**config.mk**
```make
export PLATFORM = sky130hd
export DESIGN_NAME = frb_exec
export DESIGN_NICKNAME = d
export VERILOG_FILES = /design/src/frb_pkg.sv /design/src/frb_exec.sv
export SDC_FILE = /design/constraint.sdc
export NUM_CORES = 1
export LEC_CHECK = 0
export ABC_CLOCK_PERIOD_IN_PS = 7600
export BUFFER_PORTS_ARGS = -buffer_cell sky130_fd_sc_hd__buf_2
export CORE_UTILIZATION = 56
export DETAILED_ROUTE_END_ITERATION = 8
export PLACE_DENSITY = 0.95
export SLEW_MARGIN = 0
export SYNTH_ARGS = -nofsm -noshare
export SYNTH_HDL_FRONTEND = slang
export SYNTH_SLANG_ARGS = --single-unit
```
**constraint.sdc**
```tcl
create_clock -name sys_clk -period 7.6 [get_ports sys_clk]
set_clock_uncertainty 0.15 [all_clocks]
set_input_delay 0.38 -clock sys_clk [delete_from_list [all_inputs] [get_ports sys_clk]]
set_output_delay 0.38 -clock sys_clk [all_outputs]
set_load 0.1 [all_outputs]
```
**src/frb_pkg.sv**
```systemverilog
// ============================================================
// shared constants and types for the file-register/branch unit
package frb_pkg;

  // ============================================================
  // widths
  localparam int DATA_W  = 8;
  localparam int FADDR_W = 7;
  localparam int IMM_W   = 11;
  localparam int PC_W    = 15;
  localparam int PAGE_W  = 7;
  localparam int RADDR_W = 4;

  // ============================================================
  // software register offsets (byte addresses)
  localparam logic [RADDR_W-1:0] REG_WORK   = 4'h0;
  localparam logic [RADDR_W-1:0] REG_PAGE   = 4'h4;
  localparam logic [RADDR_W-1:0] REG_STATUS = 4'h8;
  localparam logic [RADDR_W-1:0] REG_PC     = 4'hC;

  // ============================================================
  // field positions and reset values
  localparam int STATUS_Z_BIT   = 0;
  localparam int STATUS_BSY_BIT = 1;
  localparam logic [DATA_W-1:0] WORK_RST  = 8'h00;
  localparam logic [PAGE_W-1:0] PAGE_RST  = 7'h00;
  localparam logic [PC_W-1:0]   PC_RST    = 15'h0000;
  localparam logic              Z_RST     = 1'b0;
  localparam logic [PC_W-1:0]   PC_STEP   = 15'h0001;
  localparam logic [DATA_W-1:0] DATA_ONE  = 8'h01;
  localparam logic [DATA_W-1:0] DATA_ZERO = 8'h00;

  // ============================================================
  // instruction group decoded by the core
  typedef enum logic [2:0] {
    OP_NOP                  = 3'b000,
    OP_CALL_VIA_WORKING_REG = 3'b001,
    OP_CLEAR_FILE_REG       = 3'b010,
    OP_COMPLEMENT_FILE_REG  = 3'b011,
    OP_DECREMENT_FILE_REG   = 3'b100,
    OP_DECREMENT_SKIP_ZERO  = 3'b101,
    OP_UNCONDITIONAL_BRANCH = 3'b110,
    OP_INCREMENT_FILE_REG   = 3'b111
  } frb_op_t;

  typedef struct packed {
    frb_op_t              op;
    logic [FADDR_W-1:0]   faddr;
    logic                 dest;   // 0: working reg, 1: file reg
    logic [IMM_W-1:0]     imm;
  } frb_instr_t;

  typedef struct packed {
    logic                 wr;
    logic [FADDR_W-1:0]   addr;
    logic [DATA_W-1:0]    data;
  } frb_fwrite_t;

  typedef enum logic {
    ST_RUN   = 1'b0,
    ST_FLUSH = 1'b1
  } frb_state_t;

endpackage

```
**src/frb_exec.sv**
```systemverilog
// Decided for this implementation: the register offsets and strobed register access.
`timescale 1ns/100ps
module frb_exec
  import frb_pkg::*;
#(
  parameter int DW  = DATA_W,
  parameter int FAW = FADDR_W,
  parameter int IW  = IMM_W,
  parameter int PW  = PC_W
) (
  input  wire logic                 sys_clk,
  input  wire logic                 rst_n,
  // instruction issue
  input  wire frb_instr_t           instr,
  input  wire logic                 instr_valid,
  output logic                      instr_ready,
  output logic                      nop_slot,
  // file register bus
  output logic [FADDR_W-1:0]        file_raddr,
  input  wire logic [DATA_W-1:0]    file_rdata,
  output frb_fwrite_t               file_wr_ff,
  // return stack
  output logic                      push_ff,
  output logic [PC_W-1:0]           push_addr_ff,
  // core state
  output logic [PC_W-1:0]           pc_ff,
  output logic [DATA_W-1:0]         work_ff,
  output logic                      zero_ff,
  // software register port
  input  wire logic [RADDR_W-1:0]   reg_addr,
  input  wire logic [31:0]          reg_wdata,
  input  wire logic                 reg_wr,
  input  wire logic                 reg_rd,
  output logic [31:0]               reg_rdata_ff
);

  // ============================================================
  // elaboration checks: the datapath is fixed to the 8/7/11/15 layout
  if (DW != DATA_W || FAW != FADDR_W || IW != IMM_W || PW != PC_W) begin : g_chk
    $error("frb_exec: widths differ from the supported layout");
  end
  // a call target is the page latch beside the working reg, so the two must fill the pc
  if (PAGE_W + DATA_W != PC_W || PAGE_W < 4) begin : g_chk_page
    $error("frb_exec: page latch does not fit the program counter");
  end

  // ============================================================
  // helper functions
  // zero test shared by the skip decision and the flag update
  function automatic logic frb_is_zero(input logic [DATA_W-1:0] v);
    frb_is_zero = (v == DATA_ZERO);
  endfunction

  // true when the op writes its result somewhere through the dest bit
  function automatic logic frb_routes(input frb_op_t op);
    case (op)
      OP_COMPLEMENT_FILE_REG,
      OP_DECREMENT_FILE_REG,
      OP_DECREMENT_SKIP_ZERO,
      OP_INCREMENT_FILE_REG: frb_routes = 1'b1;
      default:               frb_routes = 1'b0;
    endcase
  endfunction

  // ============================================================
  // declarations
  frb_state_t           state_ff;
  frb_state_t           nxt_state;
  logic [PAGE_W-1:0]    page_latch_ff;
  logic [PC_W-1:0]      target_ff;
  logic [PC_W-1:0]      nxt_target;
  logic                 issue;
  logic [DATA_W-1:0]    f_val;
  logic [DATA_W-1:0]    result;
  logic                 wr_file;
  logic                 wr_work;
  logic                 upd_zero;
  logic                 two_cycle;
  logic                 is_call;
  logic                 is_branch;
  logic [PC_W-1:0]      pc_plus1;
  logic                 target_valid_ff;

  // ============================================================
  // issue handshake: one instruction per cycle except in a flush slot
  // instr_ready comes from the state register only, never from instr_valid
  assign instr_ready = (state_ff == ST_RUN);
  assign issue       = instr_valid && instr_ready;
  assign nop_slot    = (state_ff == ST_FLUSH);
  assign file_raddr  = instr.faddr;
  assign pc_plus1    = pc_ff + PC_STEP;
  assign is_call     = issue && (instr.op == OP_CALL_VIA_WORKING_REG);
  assign is_branch   = issue && (instr.op == OP_UNCONDITIONAL_BRANCH);

  // forward a pending file write so back-to-back ops see fresh data;
  // without it an op right after a write to the same address would use the old byte,
  // and one stage is enough because the write port holds a single pending write
  assign f_val = (file_wr_ff.wr && file_wr_ff.addr == instr.faddr) ?
                 file_wr_ff.data : file_rdata;

  // ============================================================
  // result datapath
  always_comb begin
    result    = DATA_ZERO;
    wr_file   = 1'b0;
    wr_work   = 1'b0;
    upd_zero  = 1'b0;
    two_cycle = 1'b0;
    if (issue) begin
      case (instr.op)
        OP_CLEAR_FILE_REG: begin
          result   = DATA_ZERO;
          wr_file  = 1'b1;
          upd_zero = 1'b1;
        end
        OP_COMPLEMENT_FILE_REG: begin
          result   = ~f_val;
          upd_zero = 1'b1;
        end
        OP_DECREMENT_FILE_REG: begin
          result   = f_val - DATA_ONE;
          upd_zero = 1'b1;
        end
        OP_DECREMENT_SKIP_ZERO: begin
          result    = f_val - DATA_ONE;
          upd_zero  = 1'b0;
          two_cycle = frb_is_zero(f_val - DATA_ONE);
        end
        OP_INCREMENT_FILE_REG: begin
          result   = f_val + DATA_ONE;
          upd_zero = 1'b1;
        end
        OP_CALL_VIA_WORKING_REG: begin
          two_cycle = 1'b1;
        end
        OP_UNCONDITIONAL_BRANCH: begin
          two_cycle = 1'b1;
        end
        default: begin
          // nop: no write, no flag, pc just steps
          result = DATA_ZERO;
        end
      endcase
      // dest 1 goes to file only
      if (frb_routes(instr.op)) begin
        wr_file = instr.dest;
        wr_work = !instr.dest;
      end
    end
  end

  // ============================================================
  // branch and call targets, computed at issue, applied in the flush slot
  // page and working reg are sampled at issue, so a software write in the flush
  // slot cannot bend a jump that is already under way
  always_comb begin
    nxt_target = target_ff;
    if (is_call) begin
      // working reg low, page latch high
      nxt_target = {page_latch_ff[6:0], work_ff};
    end else if (is_branch) begin
      nxt_target = {page_latch_ff[6:3], instr.imm};
    end
  end

  always_ff @(posedge sys_clk or negedge rst_n) begin
    if (!rst_n) begin
      target_ff <= PC_RST;
    end else begin
      target_ff <= nxt_target;
    end
  end

  // ============================================================
  // sequencing: a two-cycle op spends its second cycle as a flush slot
  // no op here needs more than one extra cycle, so a single state bit suffices
  always_comb begin
    nxt_state = state_ff;
    case (state_ff)
      ST_RUN: begin
        if (two_cycle) begin
          nxt_state = ST_FLUSH;
        end
      end
      ST_FLUSH: begin
        nxt_state = ST_RUN;
      end
      default: begin
        nxt_state = ST_RUN;
      end
    endcase
  end

  always_ff @(posedge sys_clk or negedge rst_n) begin
    if (!rst_n) begin
      state_ff <= ST_RUN;
    end else begin
      state_ff <= nxt_state;
    end
  end

  // ============================================================
  // program counter; the jump lands only after the push was issued
  // a call or branch holds the pc in its issue cycle, so the pushed address is
  // taken from the caller's pc and not from the target
  always_ff @(posedge sys_clk or negedge rst_n) begin
    if (!rst_n) begin
      pc_ff <= PC_RST;
    end else if (state_ff == ST_FLUSH && target_valid_ff) begin
      pc_ff <= target_ff;
    end else if (state_ff == ST_FLUSH) begin
      pc_ff <= pc_plus1;
    end else if (issue && !is_call && !is_branch) begin
      pc_ff <= pc_plus1;
    end
  end

  // ============================================================
  // remembers whether the pending flush slot is a jump or a skip
  always_ff @(posedge sys_clk or negedge rst_n) begin
    if (!rst_n) begin
      target_valid_ff <= 1'b0;
    end else if (issue) begin
      target_valid_ff <= is_call || is_branch;
    end
  end

  // ============================================================
  // return stack push, one cycle ahead of the PC change
  // push_ff is a one-cycle pulse; the stack must take it in that cycle
  always_ff @(posedge sys_clk or negedge rst_n) begin
    if (!rst_n) begin
      push_ff      <= 1'b0;
      push_addr_ff <= PC_RST;
    end else begin
      push_ff <= is_call;
      if (is_call) begin
        push_addr_ff <= pc_plus1;
      end
    end
  end

  // ============================================================
  // file register write port, registered
  // only the strobe is cleared each cycle; address and data keep their last value
  always_ff @(posedge sys_clk or negedge rst_n) begin
    if (!rst_n) begin
      file_wr_ff <= '0;
    end else begin
      file_wr_ff.wr <= wr_file;
      if (wr_file) begin
        file_wr_ff.addr <= instr.faddr;
        file_wr_ff.data <= result;
      end
    end
  end

  // ============================================================
  // working register: instruction result beats a software write
  // software should not write it while instructions issue, as such a write is lost whenever the issuing op writes the working reg
  always_ff @(posedge sys_clk or negedge rst_n) begin
    if (!rst_n) begin
      work_ff <= WORK_RST;
    end else if (wr_work) begin
      work_ff <= result;
    end else if (reg_wr && reg_addr == REG_WORK) begin
      work_ff <= reg_wdata[DATA_W-1:0];
    end
  end

  // ============================================================
  // zero flag: hardware update wins over a software write
  // a decrement-and-skip leaves upd_zero low, so a software write may land beside it
  always_ff @(posedge sys_clk or negedge rst_n) begin
    if (!rst_n) begin
      zero_ff <= Z_RST;
    end else if (upd_zero) begin
      zero_ff <= frb_is_zero(result);
    end else if (reg_wr && reg_addr == REG_STATUS) begin
      zero_ff <= reg_wdata[STATUS_Z_BIT];
    end
  end

  // ============================================================
  // page latch, software written; sampled when a jump issues
  // only bits 6:3 reach a branch target, all seven bits reach a call target
  always_ff @(posedge sys_clk or negedge rst_n) begin
    if (!rst_n) begin
      page_latch_ff <= PAGE_RST;
    end else if (reg_wr && reg_addr == REG_PAGE) begin
      page_latch_ff <= reg_wdata[PAGE_W-1:0];
    end
  end

  // ============================================================
  // register readback, data valid the cycle after the strobe only
  // reads have no side effects; pc and the nop-slot bit are read-only here
  // unmapped offsets read as zero so software can probe safely
  always_ff @(posedge sys_clk or negedge rst_n) begin
    if (!rst_n) begin
      reg_rdata_ff <= 32'h0000_0000;
    end else if (reg_rd) begin
      case (reg_addr)
        REG_WORK:   reg_rdata_ff <= {24'h00_0000, work_ff};
        REG_PAGE:   reg_rdata_ff <= {25'h000_0000, page_latch_ff};
        REG_STATUS: reg_rdata_ff <= {30'h0000_0000, nop_slot, zero_ff};
        REG_PC:     reg_rdata_ff <= {17'h0_0000, pc_ff};
        default:    reg_rdata_ff <= 32'h0000_0000;
      endcase
    end else begin
      reg_rdata_ff <= 32'h0000_0000;
    end
  end

endmodule

```
== Word-level counts from Yosys, hierarchy flattened ==
Cells that the tools add are included.
Cells by class
  eq/ne operators: 11
  bitwise logic cells: 2
  muxes and demuxes: 27
  reduce and logical (&&, ||, !) cells: 25
  add/sub/neg operators: 3
Operators by type and width (count)
  $mux 15: 5
  $pmux 15 s4: 1
  $mux 32: 1
  $mux 8: 4
  $pmux 8 s3: 1
  $logic_not 8->1: 2
  $add 15x1->15 const B: 1
  $mux 1: 13
  $eq 3x3->1 const B: 4
  $logic_and 1x1->1: 10
  $add 8x1->8 const B: 1
  $eq 4x4->1 const B: 2
  $not 8->8: 1
  $reduce_or 4->1: 2
  $sub 8x1->8 const B: 1
  $eq 7x7->1: 1
  $eq 3x2->1 const B: 2
  $reduce_bool 2->1: 3
  $eq 4x3->1 const B: 1
  $logic_not 4->1: 1
  $pmux 1 s2: 2
  $reduce_or 2->1: 2
  $eq 3x1->1 const B: 1
  $logic_not 1->1: 3
  other kinds (3): 3
Storage, ports and cells
  input port bits: 71
  register bits after elaboration: 112

== Longest topological paths before layout ==
Gate-level depths: netlist (run 1).
  word-level depth: 9
  gate-level depth with buffers: 13
  mapped depth without buffers: 12

== Worst setup path after synthesis (run 1) ==
Ideal clock, no wire load.
  path kind: reg-to-reg
  start: register file_wr_ff[13] (netlist name)
  end: register zero_ff
  required time: 7.346 ns
  cell stages (with the launch flop): 13
  arrival time: 3.361 ns
  setup slack: 3.985 ns
  library setup time: 0.104 ns
  buffers on the path: 1
  clock period less this slack: 3.615 ns
  cells stage by stage: dfrtp_1 xnor2_1 and4_2 nand2_2 buf_6 mux2i_1 ha_1 nand2_1 nor3_1 xnor2_1 a21oi_1 a311o_1 o41ai_2
Between the ends
  cells in the longest elaborated chain, start to end: 8
  elaborated cells between the ends (all ways): 10
RTL lines
  from (decl): line frb_exec.sv:21  | output frb_fwrite_t file_wr_ff,
  $eq 7x7->1 (*): line frb_exec.sv:98  | assign f_val = (file_wr_ff.wr && file_wr_ff.addr == instr.faddr) ?
  $logic_and 1x1->1 (*): line frb_exec.sv:98
  $mux 8 (*): line frb_exec.sv:98
  $add 8x1->8, or another cell as far along: line frb_exec.sv:130  | result = f_val + DATA_ONE;
  $pmux 8 s3 (*): line frb_exec.sv:110  | case (instr.op)
  $mux 8 (*): line frb_exec.sv:109  | if (issue) begin
  $logic_not 8->1 (*): line frb_exec.sv:51  | frb_is_zero = (v == DATA_ZERO);
  $mux 1 (*): line frb_exec.sv:277  | end else if (upd_zero) begin
  to (signal assigned): line frb_exec.sv:278  | zero_ff <= frb_is_zero(result);
  to (signal assigned): line frb_exec.sv:280  | zero_ff <= reg_wdata[STATUS_Z_BIT];
  to (decl): line frb_exec.sv:28  | output logic zero_ff,
Mark *: on every way between the ends. The rest lies on a longest branch, timed or not.
A chain may end at the register's enable or synchronous reset.

== Final worst setup path (run 1) ==
  start: register file_wr_ff[8] (netlist name)
  end: register zero_ff
The elaborated chain is that of the path after synthesis.

==> run metrics, run 1 <==
leakage power summed over all cells 2.92 nW; drt wl/cell 17.8 um; DP Worst Slack 3.99 ns; Distinct cells, synth 62; Worst slew margin 23.0%; first-pass GRT wire length 23,000 um; number of vias in the routed layout 4,993; ratio of total power to cell area 365 nW/um^2; source-to-sink clock delay at the later pin of the worst-skew pair 0.36 ns; switching part of the total power 56.8%; die outline area 9980 um^2; internal power component 0.967 mW; library cell occupying the most area in the post-synthesis netlist dfrtp_1; number of CTS-inserted buffers 9; cell repeated most along the worst path mux2i_1; layout cells sized above 1 24.3%; final cell count without fillers 824; Yosys Warn Count 0; site row count 35; number of gates resized after CTS 0; top_reg_cell synth dfrtp_1; kind of critical path reg -> reg; overall power 2.24 mW; TritonRoute pass-1 iters 5; number of fillers in the final layout 751; WL final 14,700 um; post-synthesis sequential area ratio 44.3%; slew at the pin with the worst max-slew slack 1.15 ns; core area 9280 um^2; clock period minus worst slack 3.55 ns; worst-case setup margin in the final layout 4.05 ns; H-Tree Depth 3; cell area after technology mapping 5370 um^2; clock transition at the registers of the reported paths 0.09 ns; share of the core filled with cells in the final layout 66.0%; average via count per standard cell 6.06; input/output buffers 126; Setup-failing EPs final 0; final hold violation count 0; number of clock sinks seen by CTS 95; CTS Buffer Depth 2; Critical Path RT 7.72 ns; fmax 282 MHz; die extent in y 99.9 um; maximum resistive drop on vdd 0.247 mV; Total Neg Setup Slack 0 ns; clock tree from TritonCTS yes; portion of total power attributed to the clock network 14.3%; syn_area_per_cell 9.08 um^2; endpoint class of the critical path register; chip width 99.9 um; HPWL reported at the end of detailed placement 10,600 um; result of the run completed; aggregate global routing overflow 0; initial core utilization 57.8%; number of max-cap violations 0; proportion of power drawn by combinational gates 51.3%; highest cell delay on the worst timing path 0.41 ns; fraction of synthesized cell area taken by the top area cell type 44.3%; cell count after synthesis 591; path class of the lowest-slack min-delay path in -> reg; cell at the slowest stage of the critical path dfrtp_1; setup repair after global routing missed its margin false; maximum number of pins on one net before global-route repair 95; overall fraction of global-route tracks in use 29.9%; via count of the first global-routing pass 4,672; antenna cell count 0; ys async rst share 100%; detailed router's first-iteration violation count 454; number of DRC violations after detailed routing 0; total of flip-flops plus latches after synthesis 95; Switching Power 1.27 mW; # IOs 168; final weighted congestion in routability-driven placement 0.913; post-CTS setup repair buffer count 0; top area cells in the synthesized netlist dfrtp_1 (44%), mux2i_1 (4.7%), nor2_1 (4.6%), nand2_1 (4.3%), xnor2_1 (4.2%); antenna violations before repair 0; crit path cell chain xnor2_1, and4_1, nand2_2, mux2i_1, ha_1, mux2i_1, nor2_1, a41oi_1, nor4b_1, nand4_1, o41ai_2; antenna-violating nets left 0; EDFF count, synth 0; WP data arrival 3.67 ns; Slew Limit Fails 0; Sequential Power Share 34.4%; Crit Path Max Fanout 12; startpoint type of the worst setup path register; number of nets at the end of the flow 765; CTS root buffer clkbuf_8; P&R area growth vs syn 14.1%; Period Utilization, post-route 46.7%; placed cell count 807
## what timing repair did
action / in CTS / in global routing
hold buffers: 1 / 0
endpoints found under the hold margin: 1 / 0
endpoints found under the setup margin: 0 / 0
## worst max-delay path, delay by kind of cell (launching register included)
family	cells	cell delay, ns
adder cells (fa/ha/maj)	1	0.32
XOR/XNOR	1	0.22
flip-flops	1	0.41
AND/OR/NAND/NOR	5	1.13
AO/OA/AOI/OAI	2	0.67
multiplexers	2	0.56
## final cells by class
class	count	area, um^2	share of cell area [%]
multi-input cells	444	2690	44.0
clock inverters	6	51.3	0.838
inverters	10	37.5	0.613
well taps	129	161	2.64
repair buffers	130	666	10.9
clock buffers	10	138	2.25
flip-flops and latches	95	2380	38.8
## power groups by stage
| stage | Clock (mW) | Combinational [mW] | Sequential (mW) |
|---|---|---|---|
| global placement | 0 | 1.12 | 0.762 |
| floorplan | 0 | 0.319 | 1.38 |
| global route | 0.345 | 1.20 | 0.782 |
| finish | 0.320 | 1.15 | 0.770 |
| detailed placement | 0 | 1.14 | 0.772 |
| CTS | 0.322 | 1.15 | 0.763 |
## cells by family after synthesis
family / synth area share [%]
buffers and inverters: 6.74
adder cells (fa/ha/maj): 0.932
AND/OR/NAND/NOR: 18.0
multiplexers: 7.81
XOR/XNOR: 5.06
AO/OA/AOI/OAI: 17.1
flip-flops: 44.3
other: 0.0698
## sequential cells by signal (all words and copies together), names as in the netlist
register         flops
file_wr_ff          16
pc_ff               15
push_addr_ff        15
reg_rdata_ff        15
target_ff           15
work_ff              8
page_latch_ff        7
nop_slot             1
push_ff              1
target_valid_ff      1
zero_ff              1
## stage by stage
| stage | hold WS, ns | instance area [um^2] |
|---|---|---|
| 6_report | 0.110 | 6120 |
| 3_3_place_gp | 0.00985 | 5920 |
| 2_1_floorplan | -0.0656 | 5430 |
| 3_5_place_dp | 0.0133 | 5920 |
| 5_1_grt | 0.105 | 6120 |
| 4_1_cts | 0.0981 | 6120 |
## metal layers
metal	up-vias	track usage (%)	routed length [um]
met5	-	0	0
met1	2391	36.0	5520
met3	47	6.69	1310
li1	2255	-	-
met2	300	51.9	7350
met4	0	12.2	483
## final timing paths
| path | from | endpoint | slack, ns | depth (start not counted) |
|---|---|---|---|---|
| worst min register to register | target_ff[2]$_DFFE_PN0P_ | target_ff[2]$_DFFE_PN0P_ | 0.33 | 2 |
| min in group asynchronous | rst_n | reg_rdata_ff[9]$_DFF_PN0_ | 0.16 | 2 |
| max in group asynchronous | rst_n | file_wr_ff[14]$_DFFE_PN0P_ | 5.84 | 3 |
| worst max register to register | file_wr_ff[8]$_DFFE_PN0P_ | zero_ff$_DFFE_PN0P_ | 4.05 | 11 |
| worst max-delay path | file_wr_ff[8]$_DFFE_PN0P_ | zero_ff$_DFFE_PN0P_ | 4.05 | 11 |
| worst min-delay path | instr[16] | file_wr_ff[12]$_DFFE_PN0P_ | 0.11 | 3 |
## synth_stat cells, types with 2 or more instances
cell / n
nor3_1: 14
xnor2_1: 26
nand4_1: 3
nand2b_1: 2
o211ai_1: 2
a22oi_1: 7
mux2i_1: 25
a21oi_1: 35
nor2b_1: 4
mux2_2: 13
o21ai_0: 44
o22ai_1: 15
a211oi_1: 5
inv_1: 8
clkbuf_1: 23
dfrtp_1: 95
nor3b_1: 2
a31oi_1: 6
xor2_1: 5
buf_2: 2
o21a_1: 2
and3_1: 13
a22o_1: 2
a41oi_1: 2
nand3_1: 16
nor2_1: 66
ha_1: 4
nand4_2: 2
o22a_1: 4
nor4_1: 5
o221ai_1: 2
buf_4: 25
or2_2: 2
clkinv_1: 2
o31ai_1: 2
a21o_1: 5
and2_1: 7
clkbuf_2: 2
o211a_1: 2
a311o_1: 3
buf_1: 5
nand2_1: 62
## cells in the final DEF, fill, tap and decap left out, types with 5 or more instances in the layout
cell type and n:
buf_2 125, dfrtp_1 95, nor2_1 65, nand2_1 62
o21ai_0 44, a21oi_1 35, xnor2_1 26, mux2i_1 25
conb_1 17, nand3_1 16, o22ai_1 15, nor3_1 14
mux2_2 13, and3_1 13, clkbuf_8 10, inv_1 8
and2_1 7, a22oi_1 7, a31oi_1 6, xor2_1 5
nor4_1 5, a21o_1 5, a211oi_1 5
Power figures use the tool's default switching activity.
==> inputs of run 2 (changes only) <==
--- a/config.mk
+++ b/config.mk
@@ -5,11 +5,12 @@
 export SDC_FILE = /design/constraint.sdc
 export NUM_CORES = 1
 export LEC_CHECK = 0
-export ABC_CLOCK_PERIOD_IN_PS = 7600
+export ABC_AREA = 1
+export ABC_CLOCK_PERIOD_IN_PS = 3540
 export BUFFER_PORTS_ARGS = -buffer_cell sky130_fd_sc_hd__buf_2
-export CORE_UTILIZATION = 56
+export CORE_UTILIZATION = 51
 export DETAILED_ROUTE_END_ITERATION = 8
-export PLACE_DENSITY = 0.95
+export PLACE_DENSITY = 0.92
 export SLEW_MARGIN = 0
 export SYNTH_ARGS = -nofsm -noshare
 export SYNTH_HDL_FRONTEND = slang
==> constraint.sdc (replaced) <==
create_clock -name sys_clk -period 3.54 [get_ports sys_clk]
set_clock_uncertainty 0.15 [all_clocks]
set_input_delay 0.177 -clock sys_clk [delete_from_list [all_inputs] [get_ports sys_clk]]
set_output_delay 0.177 -clock sys_clk [all_outputs]
set_load 0.1 [all_outputs]
==> run metrics, run 2 <==
slew at the pin with the worst max-slew slack 0.871 ns; setup repair after global routing missed its margin false; Period Utilization, post-route 84.1%; kind of critical path in -> reg; fmax 336 MHz; final hold violation count 0; Sequential Power Share 32.8%; clock transition at the registers of the reported paths 0.10 ns; most common library cells after synthesis nand2_1 (183), dfrtp_1 (95), inv_1 (86); top library cells by usage in the layout, fill and taps aside nand2_1 (183), buf_2 (125), dfrtp_1 (95); clock period minus worst slack 2.98 ns; footprint of the flip-flops and latches 2380 um^2; WP data arrival 3.11 ns; Total Neg Setup Slack 0 ns; final instance area 6320 um^2; total of flip-flops plus latches after synthesis 95; number of max-cap violations 0; top_reg_cell synth dfrtp_1; cell area after technology mapping 5210 um^2; maximum resistive drop on vdd 0.632 mV; number of cells on the worst hold path 3; fraction of synthesized cell area taken by the top area cell type 45.7%; Hold EP target_ff[5]$_DFFE_PN0P_; portion of total power attributed to the clock network 15.4%; chip width 103 um; worst-case setup margin in the final layout 0.563 ns; core area 9820 um^2; proportion of power drawn by combinational gates 51.8%; via count of the first global-routing pass 4,597; Worst slew margin 41.5%; detailed router's first-iteration violation count 345; Critical Path RT 3.67 ns; slack of the worst reg-to-reg path 0.63 ns; aggregate global routing overflow 0; library cell occupying the most area in the post-synthesis netlist dfrtp_1; clock tree from TritonCTS yes; Distinct cells, synth 37; HPWL reported at the end of detailed placement 10,300 um; endpoint class of the critical path register; source-to-sink clock delay at the later pin of the worst-skew pair 0.37 ns; DP Worst Slack 0.717 ns; result of the run completed; top-count cell post-synth nand2_1; Yosys Warn Count 0; syn_area_per_cell 7.74 um^2; post-CTS setup repair buffer count 0; CTS Buffer Depth 2; layout cells sized above 1 21.9%; # IOs 168; number of nets at the end of the flow 889; source of the worst register-to-register timing path file_wr_ff[8]$_DFFE_PN0P_; cell depth of the worst flop-to-flop path 18; number of clock sinks seen by CTS 95; P&R area growth vs syn 21.3%; final weighted congestion in routability-driven placement 0.913; maximum number of pins on one net before global-route repair 35; TritonRoute pass-1 iters 6; number of vias in the routed layout 4,996; number of fillers in the final layout 828; antenna violations before repair 1; total area of multi-input combinational cells 2280 um^2; die outline area 10,600 um^2; initial core utilization 53.0%; drt wl/cell 14.8 um; flip-flop count of the largest register after layout 16; internal power component 1.99 mW; path class of the lowest-slack min-delay path in -> reg; ratio of total power to cell area 736 nW/um^2; Crit Path Max Fanout 12; top area cells in the synthesized netlist dfrtp_1 (46%), nand2_1 (13%), inv_1 (6.2%), o21ai_0 (6.1%), buf_4 (3.5%); WL final 14,100 um; post-synthesis sequential area ratio 45.7%; site row count 36; instance area at placement 5840 um^2; worst r2r dst file_wr_ff[6]$_DFFE_PN0P_; Setup-failing EPs final 0; Slew Limit Fails 0; die extent in y 103 um; leakage power summed over all cells 3.38 nW; CTS root buffer clkbuf_8; startpoint of the worst hold path instr[5]; number of CTS-inserted buffers 9; number of DRC violations after detailed routing 0; Switching Power 2.66 mW; startpoint type of the worst setup path primary input; average via count per standard cell 5.24; overall fraction of global-route tracks in use 27.2%; first-pass GRT wire length 21,900 um; EDFF count, synth 0; switching part of the total power 57.2%; ys async rst share 100%; Top reg by flops file_wr_ff; input/output buffers 126; most common cell after layout, fill and taps aside nand2_1; H-Tree Depth 3; antenna-violating nets left 0; cell count after synthesis 673
==> run 2: cell count changes after synthesis, sizes merged, moves of 21 or more <==
cell / previous run / this run
nand2: 63 / 195
xnor2: 26 / 0
mux2i: 25 / 0
a21oi: 35 / 14
inv: 8 / 91
o21ai: 44 / 71
==> run 2: final cells by class <==
cell class                      instances  area share [%]
Sequential cell                        95            37.6
Multi-Input combinational cell        457            36.1
Timing Repair Buffer                  157            14.8
Inverter                               94            5.61
Tap cell                              133            2.63
Clock buffer                            9            1.96
Clock inverter                          7            1.29
Antenna cell                            1          0.0396
==> run 2: layer usage <==
metal	wire (um)	up-vias	global-route usage [%]
li1	-	2405	-
met1	5590	2314	33.7
met2	6930	234	45.8
met3	1060	43	3.73
met4	542	0	15.2
met5	0	-	0
==> run 2: cells by family after synthesis <==
kind of cell    count (synthesis)  share of synthesized area, %
compound gates                117                          13.3
xor+xnor                       15                          2.52
fa+ha+maj                       4                         0.961
buf+inv                       137                          11.8
flops                          95                          45.7
mux                             3                         0.649
other cells                     1                        0.0720
simple gates                  301                          25.1
==> run 2: power groups by stage <==
stage | Combinational, mW | Clock [mW] | Sequential (mW)
after global routing | 2.53 | 0.754 | 1.56
after global placement | 2.33 | 0 | 1.52
after floorplan | 0.612 | 0 | 2.84
final | 2.41 | 0.718 | 1.52
after detailed placement | 2.36 | 0 | 1.53
after CTS | 2.39 | 0.721 | 1.52
==> run 2: how the worst max path moves through the flow <==
stage | start | endpoint | slack (ns) | cells after the start
after floorplan | file_wr_ff[8]$_DFFE_PN0P_ | zero_ff$_DFFE_PN0P_ | 0.39 | 21
after global placement | file_wr_ff[12]$_DFFE_PN0P_ | zero_ff$_DFFE_PN0P_ | 0.75 | 19
after detailed placement | file_wr_ff[13]$_DFFE_PN0P_ | zero_ff$_DFFE_PN0P_ | 0.72 | 19
after CTS | instr[16] | zero_ff$_DFFE_PN0P_ | 0.62 | 21
after global routing | instr[16] | zero_ff$_DFFE_PN0P_ | 0.29 | 21
final | instr[16] | file_wr_ff[6]$_DFFE_PN0P_ | 0.56 | 20
==> run 2: repair_timing <==
item                                   in CTS  in global routing
resized for setup                           0                  0
endpoints found under the hold margin      63                  0
hold buffers                               27                  0
==> run 2: per-stage QoR <==
stage / utilization [%] / instances / hold WS, ns / power, mW
2_1_floorplan: - / 689 / -0.269 / 3.45
3_3_place_gp: 59.5 / 909 / -0.0254 / 3.85
3_5_place_dp: 59.5 / 909 / -0.0273 / 3.89
4_1_cts: 64.3 / 952 / 0.0181 / 4.63
5_1_grt: 64.3 / 952 / 0.0243 / 4.84
6_report: 64.3 / 953 / 0.0280 / 4.65
==> run 2: critical path, stage by stage <==
cell and delay [ns]:
dlygate4sd3_1 0.55, buf_2 0.14, inv_1 0.06, nand2_1 0.05, nand2_1 0.05, nand2_1 0.08
nor2_4 0.20, nand2_2 0.26, nand2_2 0.13, nand2_2 0.11, inv_2 0.13, ha_1 0.24
nand2_1 0.09, nor2_2 0.13, nand2_1 0.06, nand2_1 0.07, nand3_1 0.07, nand3_1 0.16
nand2_1 0.15, o21ai_0 0.19
==> inputs of run 3 (changes only) <==
--- a/config.mk
+++ b/config.mk
@@ -6,7 +6,7 @@
 export NUM_CORES = 1
 export LEC_CHECK = 0
 export ABC_AREA = 1
-export ABC_CLOCK_PERIOD_IN_PS = 3540
+export ABC_CLOCK_PERIOD_IN_PS = 3030
 export BUFFER_PORTS_ARGS = -buffer_cell sky130_fd_sc_hd__buf_2
 export CORE_UTILIZATION = 51
 export DETAILED_ROUTE_END_ITERATION = 8
==> constraint.sdc (replaced) <==
create_clock -name sys_clk -period 3.03 [get_ports sys_clk]
set_clock_uncertainty 0.15 [all_clocks]
set_input_delay 0.1515 -clock sys_clk [delete_from_list [all_inputs] [get_ports sys_clk]]
set_output_delay 0.1515 -clock sys_clk [all_outputs]
set_load 0.1 [all_outputs]
==> run metrics, run 3 (synthesized netlist as in run 2, its figures left out) <==
result of the run completed; antenna-violating nets left 0; cell at the slowest stage of the critical path dlygate4sd3_1; CTS Buffer Depth 2; Period Utilization, post-route 92.2%; chip width 103 um; maximum resistive drop on vdd 0.759 mV; die outline area 10,600 um^2; Top reg by flops file_wr_ff; footprint of the flip-flops and latches 2390 um^2; final hold violation count 0; WP data arrival 2.94 ns; die extent in y 103 um; aggregate global routing overflow 0; clock transition at the registers of the reported paths 0.09 ns; Crit Path Max Fanout 7; drt wl/cell 14.5 um; clock tree from TritonCTS yes; ratio of total power to cell area 855 nW/um^2; source-to-sink clock delay at the later pin of the worst-skew pair 0.36 ns; leakage power summed over all cells 3.40 nW; maximum number of pins on one net before global-route repair 56; site row count 36; Crit path max-delay family simple AND/OR/NAND/NOR gates; slew at the pin with the worst max-slew slack 0.770 ns; initial core utilization 53.0%; cell depth of the worst flop-to-flop path 19; number of DRC violations after detailed routing 0; overall fraction of global-route tracks in use 27.4%; first-pass GRT wire length 22,000 um; P&R area growth vs syn 22.6%; post-CTS setup repair buffer count 0; Hold Slack 0.0260 ns; HPWL reported at the end of detailed placement 10,200 um; kind of critical path in -> reg; clock period minus worst slack 2.79 ns; core area 9820 um^2; fmax 358 MHz; # IOs 168; cell repeated most along the worst path nand2_1; total area of multi-input combinational cells 2290 um^2; path class of the lowest-slack min-delay path in -> reg; WL final 13,900 um; via count of the first global-routing pass 4,622; number of fillers in the final layout 809; H-Tree Depth 3; antenna violations before repair 0; flip-flop count of the largest register after layout 16; antenna cell count 0; Slew Limit Fails 0; final weighted congestion in routability-driven placement 0.921; number of CTS-inserted buffers 9; number of vias in the routed layout 5,017; number of clock sinks seen by CTS 95; Setup-failing EPs final 0; input/output buffers 126; top library cells by usage in the layout, fill and taps aside nand2_1 (183), buf_2 (125), dfrtp_1 (86); number of cells on the worst hold path 5; number of max-cap violations 0; Worst slew margin 48.5%; layout cells sized above 1 23.5%; Critical Path RT 3.18 ns; critical path depth in cells 21; highest cell delay on the worst timing path 0.54 ns; most common cell after layout, fill and taps aside nand2_1; endpoint class of the critical path register; crit path cell chain dlygate4sd3_1, buf_2, inv_1, nand2_1, nand2_1, nand2_1, nor2_4, nand3_1, nand2_4, inv_1, ha_1, nor3_1, a21oi_1, nand2_1, nand2_1, nand3_1, a21oi_1, nand2_1, nor2_1, nand3_1, a21oi_2; setup repair after global routing missed its margin false; buffering stage count on the worst path with inverters included 4; Total Neg Setup Slack 0 ns; number of nets at the end of the flow 895; startpoint type of the worst setup path primary input; CTS root buffer clkbuf_8; average via count per standard cell 5.24; detailed router's first-iteration violation count 310; TritonRoute pass-1 iters 5
[run 3: cell count changes in the layout (fill, tap and decap cells not counted), sizes merged]
| cell | change |
|---|---|
| dlygate4sd3 | +1 |
| buf | +5 |
| clkbuf | +1 |
| clkinvlp | +3 |
| bufinv | +1 |
| diode | -1 |
| inv | -2 |
| clkinv | -3 |
[run 3: worst paths after layout]
path                                        startpoint                           to  slack (ns)
max in group asynchronous                        rst_n  push_addr_ff[0]$_DFFE_PN0P_        1.74
setup / recovery                             instr[16]          zero_ff$_DFFE_PN0P_        0.24
setup reg to reg             file_wr_ff[8]$_DFFE_PN0P_          zero_ff$_DFFE_PN0P_        0.27
min in group asynchronous                        rst_n   file_wr_ff[13]$_DFFE_PN0P_        0.23
hold reg to reg            push_addr_ff[2]$_DFFE_PN0P_  push_addr_ff[2]$_DFFE_PN0P_        0.33
hold / removal                                  reg_wr          zero_ff$_DFFE_PN0P_        0.03
[run 3: area by class of cell]
cell class	instances	area share, %
clock inverters	6	1.20
flip-flops and latches	95	37.4
repair buffers	163	15.4
inverters	94	5.61
multi-input cells	457	35.8
well taps	133	2.61
clock buffers	10	2.00
[run 3: worst reg2reg max path, cell delays in order, from the launching register on]
cell and delay (ns):
dfrtp_2 0.41, inv_1 0.09, nor2_1 0.05, nor2_1 0.08
nand2_1 0.09, nor2_4 0.21, nand3_1 0.17, nand2_4 0.14
inv_1 0.08, ha_1 0.30, nor3_1 0.05, a21oi_1 0.12
nand2_1 0.07, nand2_1 0.10, nand3_1 0.08, a21oi_1 0.14
nand2_1 0.07, nor2_1 0.11, nand3_1 0.09, a21oi_2 0.11
[run 3: power by group]
group	switching [mW]	internal (mW)	total, mW
clock	0.470	0.396	0.866
sequential	0.232	1.55	1.79
combinational	2.36	0.449	2.81
[run 3: what timing repair did]
item                       in CTS  in global routing
hold buffers                   28                  0
resized for setup               0                  2
setup endpoints to repair       0                  3
hold endpoints to repair       91                  0
[run 3: layer usage]
layer	part of all wire [%]	global-route usage (%)	up-vias
li1	-	-	2410
met1	40	34.6	2317
met2	48	45.0	247
met3	8.2	5.49	43
met4	4.1	13.8	0
met5	0	0	-
[run 3: metrics by stage]
stage / setup slack, ns / utilization [%] / instances / cell area (um^2) / power, mW
2_1_floorplan: 0.144 / - / 689 / 5280 / 4.03
3_3_place_gp: 0.325 / 60.0 / 914 / 5890 / 4.51
3_5_place_dp: 0.262 / 60.0 / 914 / 5890 / 4.56
4_1_cts: 0.233 / 64.9 / 958 / 6370 / 5.44
5_1_grt: 0.0305 / 65.0 / 958 / 6380 / 5.71
6_report: 0.238 / 65.0 / 958 / 6380 / 5.46
